**src/tmr2_params.svh**
```systemverilog
// Offsets, field positions, reset values and counts for the 16-bit timer block
// Notes on behaviour
// RULE1: A counter read returns the live count at the moment of the read.
// RULE2: A counter write replaces the count and restarts wrap detection from it.
// RULE3: A 16-bit read/write threshold sets the wrap limit; it resets to all ones.
// RULE4: Compare configuration bit 15 enables the output, bit 4 inverts it.
// RULE5: Compare configuration bits 3 to 0 select the output waveform mode.
// RULE6: Two 16-bit read/write compare values, one per channel, reset to zero.
// RULE7: Capture edge select bits 6:5: 0 off, 1 rising, 2 falling, 3 both.
// RULE8: Capture configuration bit 8 enables an input filter before edge detection.
// RULE9: Two read-only capture registers hold the count latched at the chosen edge.
// RULE10: Software clears counting enable before changing other settings; counting needs it set.
// RULE11: Separate pending flags for wrap, compares, zero, top and captures, each enable-gated.
// RULE12: A compare output with its enable clear stays at its inactive level.
// RULE13: Reserved configuration bits read zero and ignore writes; modes follow the mode list.
`ifndef TMR2_PARAMS_SVH
`define TMR2_PARAMS_SVH

`define TMR2_OFS_COUNT 16'h4580
`define TMR2_OFS_CAP0 16'h4582
`define TMR2_OFS_CAP1 16'h4584
`define TMR2_OFS_TOP 16'h4586
`define TMR2_OFS_CMP0 16'h4588
`define TMR2_OFS_CMP1 16'h458A
`define TMR2_OFS_CTRL 16'h458C
`define TMR2_OFS_CMPCFG0 16'h458E
`define TMR2_OFS_CMPCFG1 16'h4590
`define TMR2_OFS_CAPCFG0 16'h4592
`define TMR2_OFS_CAPCFG1 16'h4594
`define TMR2_OFS_FLAGS 16'h4596
`define TMR2_OFS_FLAG_EN 16'h4598

`define TMR2_BIT_RUN 11
`define TMR2_BIT_CMP_EN 15
`define TMR2_BIT_CMP_INV 4
`define TMR2_MODE_HI 3
`define TMR2_MODE_LO 0
`define TMR2_BIT_CAP_FILT 8
`define TMR2_EDGE_HI 6
`define TMR2_EDGE_LO 5

`define TMR2_RST_TOP 16'hFFFF
`define TMR2_RST_ZERO 16'h0000

`define TMR2_FLAG_WRAP 0
`define TMR2_FLAG_CMP0 1
`define TMR2_FLAG_ZERO 3
`define TMR2_FLAG_TOP 4
`define TMR2_FLAG_CAP0 5

`define TMR2_MODE_PWM 4'h0
`define TMR2_MODE_TOGGLE 4'h1
`define TMR2_MODE_SET 4'h2

`define TMR2_EDGE_RISE 2'h1
`define TMR2_EDGE_FALL 2'h2
`define TMR2_EDGE_BOTH 2'h3

`define TMR2_FILT_LEN 3

`endif

```
**src/tmr2_pkg.sv**
```systemverilog
// Types shared by the timer core and its capture channels
package tmr2_pkg;
    typedef logic [15:0] tmr2_word_t;

    typedef struct packed {
        tmr2_word_t count;
        tmr2_word_t top;
        tmr2_word_t [1:0] cmp;
        logic [1:0] cmp_en;
        logic [1:0] cmp_inv;
        logic [1:0][3:0] cmp_mode;
        logic [1:0] cmp_wave;
        logic [1:0] cap_filt;
        logic [1:0][1:0] cap_edge;
        logic run;
        logic [6:0] flags;
        logic [6:0] flag_en;
        tmr2_word_t rdata;
    } tmr2_core_t;

    typedef struct packed {
        logic sync1;
        logic sync2;
        logic [2:0] hist;
        logic level;
        tmr2_word_t value;
    } tmr2_cap_t;
endpackage

```
**src/tmr2_cap_if.sv**
```systemverilog
// Signals between the timer core and one capture channel
`timescale 1ns/1ns
interface tmr2_cap_if;
    import tmr2_pkg::*;
    logic filt;
    logic [1:0] edge_sel;
    tmr2_word_t count;
    tmr2_word_t value;
    logic event_p;
    modport core (output filt, output edge_sel, output count, input value, input event_p);
    modport chan (input filt, input edge_sel, input count, output value, output event_p);
endinterface

```
**src/tmr2_timer.sv**
```systemverilog
// 16-bit timer with two compare outputs and two capture inputs
//
// Chosen here: strobed register access.
`timescale 1ns/1ns
`include "tmr2_params.svh"
module tmr2_timer
    import tmr2_pkg::*;
(
    input wire logic mclk_i,
    input wire logic nrst_i,
    input wire logic [15:0] addr_i,
    input wire logic [15:0] wdata_i,
    input wire logic wr_i,
    input wire logic rd_i,
    output logic [15:0] rdata_o,
    input wire logic [1:0] cap_pin_i,
    output logic [1:0] cmp_out_o
);
    tmr2_core_t st_r;
    tmr2_core_t st_nxt;
    tmr2_cap_if cap_if[2] ();
    logic [1:0] cap_evt;
    tmr2_word_t [1:0] cap_val;
    logic wrap;
    logic [6:0] evt;
    logic [1:0] match;
    tmr2_word_t rd_val;

    // Capture channels
    genvar g;
    generate
        for (g = 0; g < 2; g++)
        begin : g_cap
            assign cap_if[g].filt = st_r.cap_filt[g];
            assign cap_if[g].edge_sel = st_r.cap_edge[g];
            assign cap_if[g].count = st_r.count;
            assign cap_evt[g] = cap_if[g].event_p;
            assign cap_val[g] = cap_if[g].value;
            tmr2_capture #(
                .FILT_LEN(`TMR2_FILT_LEN)
            ) u_cap (
                .mclk_i(mclk_i),
                .nrst_i(nrst_i),
                .pin_i(cap_pin_i[g]),
                .bus(cap_if[g].chan)
            );
        end
    endgenerate

    // Register read mux, reserved bits as zero
    always_comb
    begin
        rd_val = '0;
        case (addr_i)
            `TMR2_OFS_COUNT: rd_val = st_r.count; // RULE1
            `TMR2_OFS_CAP0: rd_val = cap_val[0]; // RULE9
            `TMR2_OFS_CAP1: rd_val = cap_val[1]; // RULE9
            `TMR2_OFS_TOP: rd_val = st_r.top;
            `TMR2_OFS_CMP0: rd_val = st_r.cmp[0];
            `TMR2_OFS_CMP1: rd_val = st_r.cmp[1];
            `TMR2_OFS_CTRL: rd_val[`TMR2_BIT_RUN] = st_r.run;
            `TMR2_OFS_CMPCFG0, `TMR2_OFS_CMPCFG1:
            begin
                rd_val[`TMR2_BIT_CMP_EN] = st_r.cmp_en[addr_i[4]]; // RULE13
                rd_val[`TMR2_BIT_CMP_INV] = st_r.cmp_inv[addr_i[4]];
                rd_val[`TMR2_MODE_HI:`TMR2_MODE_LO] = st_r.cmp_mode[addr_i[4]];
            end
            `TMR2_OFS_CAPCFG0, `TMR2_OFS_CAPCFG1:
            begin
                rd_val[`TMR2_BIT_CAP_FILT] = st_r.cap_filt[addr_i[2]]; // RULE13
                rd_val[`TMR2_EDGE_HI:`TMR2_EDGE_LO] = st_r.cap_edge[addr_i[2]];
            end
            `TMR2_OFS_FLAGS: rd_val = {9'h000, st_r.flags};
            `TMR2_OFS_FLAG_EN: rd_val = {9'h000, st_r.flag_en};
            default: rd_val = '0;
        endcase
    end

    // Counting, compare waveforms, flags and register writes
    always_comb
    begin
        st_nxt = st_r;
        wrap = 1'b0;
        // Count only while enabled; wrap at the threshold
        if (st_r.run) // RULE10
        begin
            if (st_r.count == st_r.top) // RULE3
            begin
                st_nxt.count = '0;
                wrap = 1'b1;
            end
            else
                st_nxt.count = st_r.count + 16'h0001;
        end
        // A counter write restarts wrap detection from the written value
        if (wr_i && addr_i == `TMR2_OFS_COUNT)
            wrap = 1'b0; // RULE2
        for (int i = 0; i < 2; i++)
        begin
            match[i] = st_r.run && (st_r.count == st_r.cmp[i]);
            case (st_r.cmp_mode[i]) // RULE5
                `TMR2_MODE_PWM: st_nxt.cmp_wave[i] = st_nxt.count < st_r.cmp[i];
                `TMR2_MODE_TOGGLE: st_nxt.cmp_wave[i] = st_r.cmp_wave[i] ^ match[i];
                `TMR2_MODE_SET:
                begin
                    if (match[i])
                        st_nxt.cmp_wave[i] = 1'b1;
                    else if (wrap)
                        st_nxt.cmp_wave[i] = 1'b0;
                end
                default: st_nxt.cmp_wave[i] = st_r.cmp_wave[i];
            endcase
        end
        evt = {cap_evt, st_r.run && (st_r.count == st_r.top),
               st_r.run && (st_r.count == 16'h0000), match, wrap};
        // Flags: write one to clear, a new event wins over the clear
        if (wr_i && addr_i == `TMR2_OFS_FLAGS)
            st_nxt.flags = st_r.flags & ~wdata_i[6:0];
        st_nxt.flags = st_nxt.flags | (evt & st_r.flag_en); // RULE11
        if (wr_i)
        begin
            case (addr_i)
                `TMR2_OFS_COUNT: st_nxt.count = wdata_i; // RULE2
                `TMR2_OFS_TOP: st_nxt.top = wdata_i; // RULE3
                `TMR2_OFS_CMP0: st_nxt.cmp[0] = wdata_i; // RULE6
                `TMR2_OFS_CMP1: st_nxt.cmp[1] = wdata_i; // RULE6
                `TMR2_OFS_CTRL: st_nxt.run = wdata_i[`TMR2_BIT_RUN];
                `TMR2_OFS_CMPCFG0, `TMR2_OFS_CMPCFG1:
                begin
                    st_nxt.cmp_en[addr_i[4]] = wdata_i[`TMR2_BIT_CMP_EN]; // RULE4
                    st_nxt.cmp_inv[addr_i[4]] = wdata_i[`TMR2_BIT_CMP_INV]; // RULE4
                    st_nxt.cmp_mode[addr_i[4]] = wdata_i[`TMR2_MODE_HI:`TMR2_MODE_LO];
                end
                `TMR2_OFS_CAPCFG0, `TMR2_OFS_CAPCFG1:
                begin
                    st_nxt.cap_filt[addr_i[2]] = wdata_i[`TMR2_BIT_CAP_FILT]; // RULE8
                    st_nxt.cap_edge[addr_i[2]] = wdata_i[`TMR2_EDGE_HI:`TMR2_EDGE_LO];
                end
                `TMR2_OFS_FLAG_EN: st_nxt.flag_en = wdata_i[6:0];
                default: st_nxt.run = st_nxt.run;
            endcase
        end
        st_nxt.rdata = rd_i ? rd_val : '0;
    end

    // State register with documented reset values
    always_ff @(posedge mclk_i or negedge nrst_i)
    begin
        if (!nrst_i)
        begin
            st_r <= '0;
            st_r.top <= `TMR2_RST_TOP; // RULE3
            st_r.cmp <= {`TMR2_RST_ZERO, `TMR2_RST_ZERO}; // RULE6
        end
        else
            st_r <= st_nxt;
    end

    // Outputs held low while disabled
    assign cmp_out_o = st_r.cmp_en & (st_r.cmp_wave ^ st_r.cmp_inv); // RULE12
    assign rdata_o = st_r.rdata;
endmodule

```
**src/tmr2_capture.sv**
```systemverilog
// One capture channel: synchroniser, optional filter, edge select, latch
`timescale 1ns/1ns
`include "tmr2_params.svh"
module tmr2_capture
    import tmr2_pkg::*;
#(
    parameter int FILT_LEN = `TMR2_FILT_LEN
)(
    input wire logic mclk_i,
    input wire logic nrst_i,
    input wire logic pin_i,
    tmr2_cap_if.chan bus
);
    tmr2_cap_t st_r;
    tmr2_cap_t st_nxt;
    logic lvl;
    logic hit;

    // Refuse filter lengths that the three-sample history cannot serve
    if (FILT_LEN != 3)
    begin : g_bad_filt
        $error("tmr2_capture: filter history is three samples");
    end

    // Filter, edge detection and counter latch
    always_comb
    begin
        st_nxt = st_r;
        st_nxt.sync1 = pin_i;
        st_nxt.sync2 = st_r.sync1;
        st_nxt.hist = {st_r.hist[1:0], st_r.sync2};
        lvl = st_r.level;
        if (!bus.filt)
            lvl = st_r.sync2;
        else if (&st_r.hist)
            lvl = 1'b1; // RULE8
        else if (~|st_r.hist)
            lvl = 1'b0; // RULE8
        st_nxt.level = lvl;
        case (bus.edge_sel)
            `TMR2_EDGE_RISE: hit = lvl & ~st_r.level; // RULE7
            `TMR2_EDGE_FALL: hit = ~lvl & st_r.level; // RULE7
            `TMR2_EDGE_BOTH: hit = lvl ^ st_r.level; // RULE7
            default: hit = 1'b0;
        endcase
        if (hit)
            st_nxt.value = bus.count; // RULE9
    end

    // State register
    always_ff @(posedge mclk_i or negedge nrst_i)
    begin
        if (!nrst_i)
            st_r <= '0;
        else
            st_r <= st_nxt;
    end

    assign bus.value = st_r.value;
    assign bus.event_p = hit;
endmodule

```
**config.mk**
```make
export PLATFORM = sky130hd
export DESIGN_NAME = tmr2_timer
export DESIGN_NICKNAME = d
export VERILOG_FILES = /design/src/tmr2_pkg.sv /design/src/tmr2_cap_if.sv /design/src/tmr2_timer.sv /design/src/tmr2_capture.sv
export VERILOG_INCLUDE_DIRS = /design/src
export SDC_FILE = /design/constraint.sdc
export NUM_CORES = 1
export LEC_CHECK = 0
export BUFFER_PORTS_ARGS = -buffer_cell sky130_fd_sc_hd__buf_2
export CORE_ASPECT_RATIO = 1.75
export CORE_MARGIN = 3
export CORE_UTILIZATION = 45
export DETAILED_ROUTE_END_ITERATION = 7
export SYNTH_ARGS = -nofsm -noshare
export SYNTH_HDL_FRONTEND = slang
export SYNTH_SLANG_ARGS = --single-unit
```
**constraint.sdc**
```tcl
create_clock -name mclk_i -period 4.1 [get_ports mclk_i]
set_input_delay 0.615 -clock mclk_i [delete_from_list [all_inputs] [get_ports mclk_i]]
set_output_delay 0.615 -clock mclk_i [all_outputs]
set_load 0.005 [all_outputs]
```
==> flow_summary.ini <==
[routing]
met2WireLength_um = 15300
vias = 6693
top_layer = met5
initialDrtViolationCount = 403
routed_wl_um = 29000
met1_length_um = 10200
post_drt_wl_per_cell_um = 25.9
detail-route-antenna-nets = 0
routed_via_density = 5.99
firstDrtPassIters = 5
route.detailed.drc = 0
wl_met3_um = 1320

[sta]
slew-limit-headroom_pct = 35.1
setup_viol = 0
fin_tns_setup_ns = 0
fmax_mhz = 255
drv_slew = 0
fin_crit_sh_pct = 95.6
skew_ns = 0.00925
finalHoldViolCount = 0
period_minus_slack_ns = 3.92
rsz0062_at_grt = false
worst_slew_pin_slew_ns = 0.973

[pwr]
power_frac_comb_pct = 3.6
pwr-share-seq_pct = 48.9
power.switching_w = 0.000755
p_leak_nw = 4.73
vdd.ir_drop.worst_v = 0.000229
power_w = 0.00324
p_sw_share_pct = 23.3
p_int_w = 0.00248
power.clock.fraction_pct = 47.6
power_density_nw_per_um2 = 319

[global_route]
grt_max_degree = 105
grt_overflow_total = 0
grt_pass1_vias = 7164
track_usage_pct = 27.6
antenna_found_initial = 1
grt_pass1_wl_um = 43600

[layout]
final_nets = 938
final_cell_mix = dfrtp_1 (143), mux2_2 (118), buf_2 (54)
final_common_cell = dfrtp_1
drive_gt1_share_pct = 32.0
fin_cells = 1118
syn2layout_area_growth_pct = 13.9
antenna_cells = 0
n_fill_cell = 1784

[clocking]
clock_path_buffers = 2
clock-sinks = 159
clock_latency_ns = 0.44
cts-root-buf = clkbuf_16
cts_tree = done
cts_htree_levels = 4
clkTransAtPathRegs_ns = 0.06
cts_inserted_buffers = 17

[synth]
synth_ff_type = dfrtp_1
syn_area_um2 = 8910
yosysUniqueCellTypes = 65
yosysWarnings = 0
synth_nets = 876
synth.avg_cell_area_um2 = 11.1
synth_seq_cells = 159
seq_area_frac_synth_pct = 44.9
synth_cells = 802
synth_edf_count = 0
ys_async_sr_fraction_pct = 100

[critical_path]
path_cells = xnor2_1 > nand4_1 > nor4_1 > buf_4 > nand2b_1 > o31ai_1 > ha_1 > nand4_1 > or4_1 > a21oi_1 > nor4_1 > a211o_1 > mux2_2
cp-start-kind = flop
critical_path_buf_inv_count = 1
crit_family = simple AND/OR/NAND/NOR gates
crit_slowest_cell = or4_1
path_max_fanout = 7
crit_path_end_kind = flop
arrival_ns = 4.24
crit_required_ns = 4.42
cp_slowest_stage_delay_ns = 0.58
crit_type = reg2reg

[flow_run]
maxCapViolCount = 0

[floorplanning]
die_h_um = 192
start_util_pct = 46.2
row_count = 67
pin_count = 56
die_w_um = 112
die_area_um2 = 21600
coreArea_um2 = 19300

[worst_hold_path]
worstHoldPathType = in2reg

[placed_design]
portBuffers = 55
place_congestion = 0.943
dp_hpwl_um = 22000
dp.cells = 1086

[status]
status = completed
-- worst register-to-register path, cell delays in order (launching register included) --
cell	delay, ns
dfstp_2	0.56
xnor2_1	0.17
nand4_1	0.20
nor4_1	0.33
buf_4	0.20
nand2b_1	0.27
o31ai_1	0.21
ha_1	0.33
nand4_1	0.26
or4_1	0.58
a21oi_1	0.12
nor4_1	0.07
a211o_1	0.22
mux2_2	0.26
-- worst paths after layout --
check	from	end	slack (ns)	cells past startpoint
max in group asynchronous	nrst_i	st_r[87]	2.87	2
min in group asynchronous	nrst_i	cap_if[1].filt	0.29	1
max reg2reg	st_r[93]	st_r[38]	0.18	13
min reg2reg	g_cap[1].u_cap.st_nxt[20]	g_cap[1].u_cap.st_nxt[17]	0.35	0
min	cap_pin_i[1]	g_cap[1].u_cap.st_nxt[20]	0.28	1
max	st_r[93]	st_r[38]	0.18	13
-- power groups by stage --
stage               sequential [W]  clock (W)  combinational, W
floorplan                  0.00161          0         0.0000376
global placement           0.00161          0          0.000115
detailed placement         0.00161          0          0.000118
CTS                        0.00158    0.00157          0.000118
global route               0.00158    0.00163          0.000129
finish                     0.00158    0.00154          0.000116
-- logic make-up after synthesis --
group	synth area share (%)
AOI/OAI and AO/OA	11.2
buffers and inverters	5.23
xor gates and xnor gates	6.10
adders and majority gates	5.06
muxes	17.1
DFF	44.9
and+or+nand+nor	10.5
-- registers in the layout (all words and copies together) (netlist names) --
name / flops
g_cap.u_cap.st_r: 4
st_r: 77
cap_if.edge_sel: 4
g_cap.u_cap.bus.value: 32
cap_if.filt: 2
cap_if.count: 16
rdata_o: 16
g_cap.u_cap.st_nxt: 8
-- timing repair --
action                                  in CTS  in global routing
endpoints found under the setup margin       0                  1
setup buffers                                0                  0
hold buffers                                 0                  0
gates resized for setup                      0                  4
-- layout make-up --
cell class                      instances  area (um2)  area share, %
Clock buffer                           22         464           4.58
Clock inverter                         10         103           1.01
Inverter                               46         173           1.70
Multi-Input combinational cell        539        4460           44.0
Sequential cell                       159        4000           39.4
Tap cell                              241         302           2.97
Timing Repair Buffer                  101         639           6.30
-- cell usage after synthesis (16+ instances only) --
cell type | n | area, um2
a21oi_1 | 17 | 85.1
buf_4 | 17 | 128
xnor2_1 | 31 | 272
o21ai_0 | 20 | 100
xor2_1 | 31 | 272
nand2_1 | 36 | 135
dfstp_2 | 16 | 420
ha_1 | 36 | 450
nor2_1 | 27 | 101
dfrtp_1 | 143 | 3580
a31oi_1 | 17 | 106
inv_1 | 46 | 173
mux2_2 | 118 | 1330
clkbuf_1 | 33 | 124
a22oi_1 | 33 | 248
nand4_1 | 20 | 125
-- through the flow --
step	worst slack [ns]	hold WS, ns	utilization [%]	area, um2
5_1_grt	0.0102	0.271	52.6	10100
3_5_place_dp	0.0415	0.335	49.6	9560
3_3_place_gp	0.0984	0.333	49.6	9560
2_1_floorplan	0.689	0.319	-	8910
4_1_cts	0.0149	0.266	52.5	10100
6_report	0.182	0.282	52.6	10100
-- routing by layer --
| layer | track usage, % | vias up |
|---|---|---|
| li1 | - | 3024 |
| met3 | 5.20 | 91 |
| met4 | 18.1 | 2 |
| met5 | 0 | - |
| met1 | 28.2 | 3324 |
| met2 | 50.6 | 252 |
(Power assumes the default switching activity.)
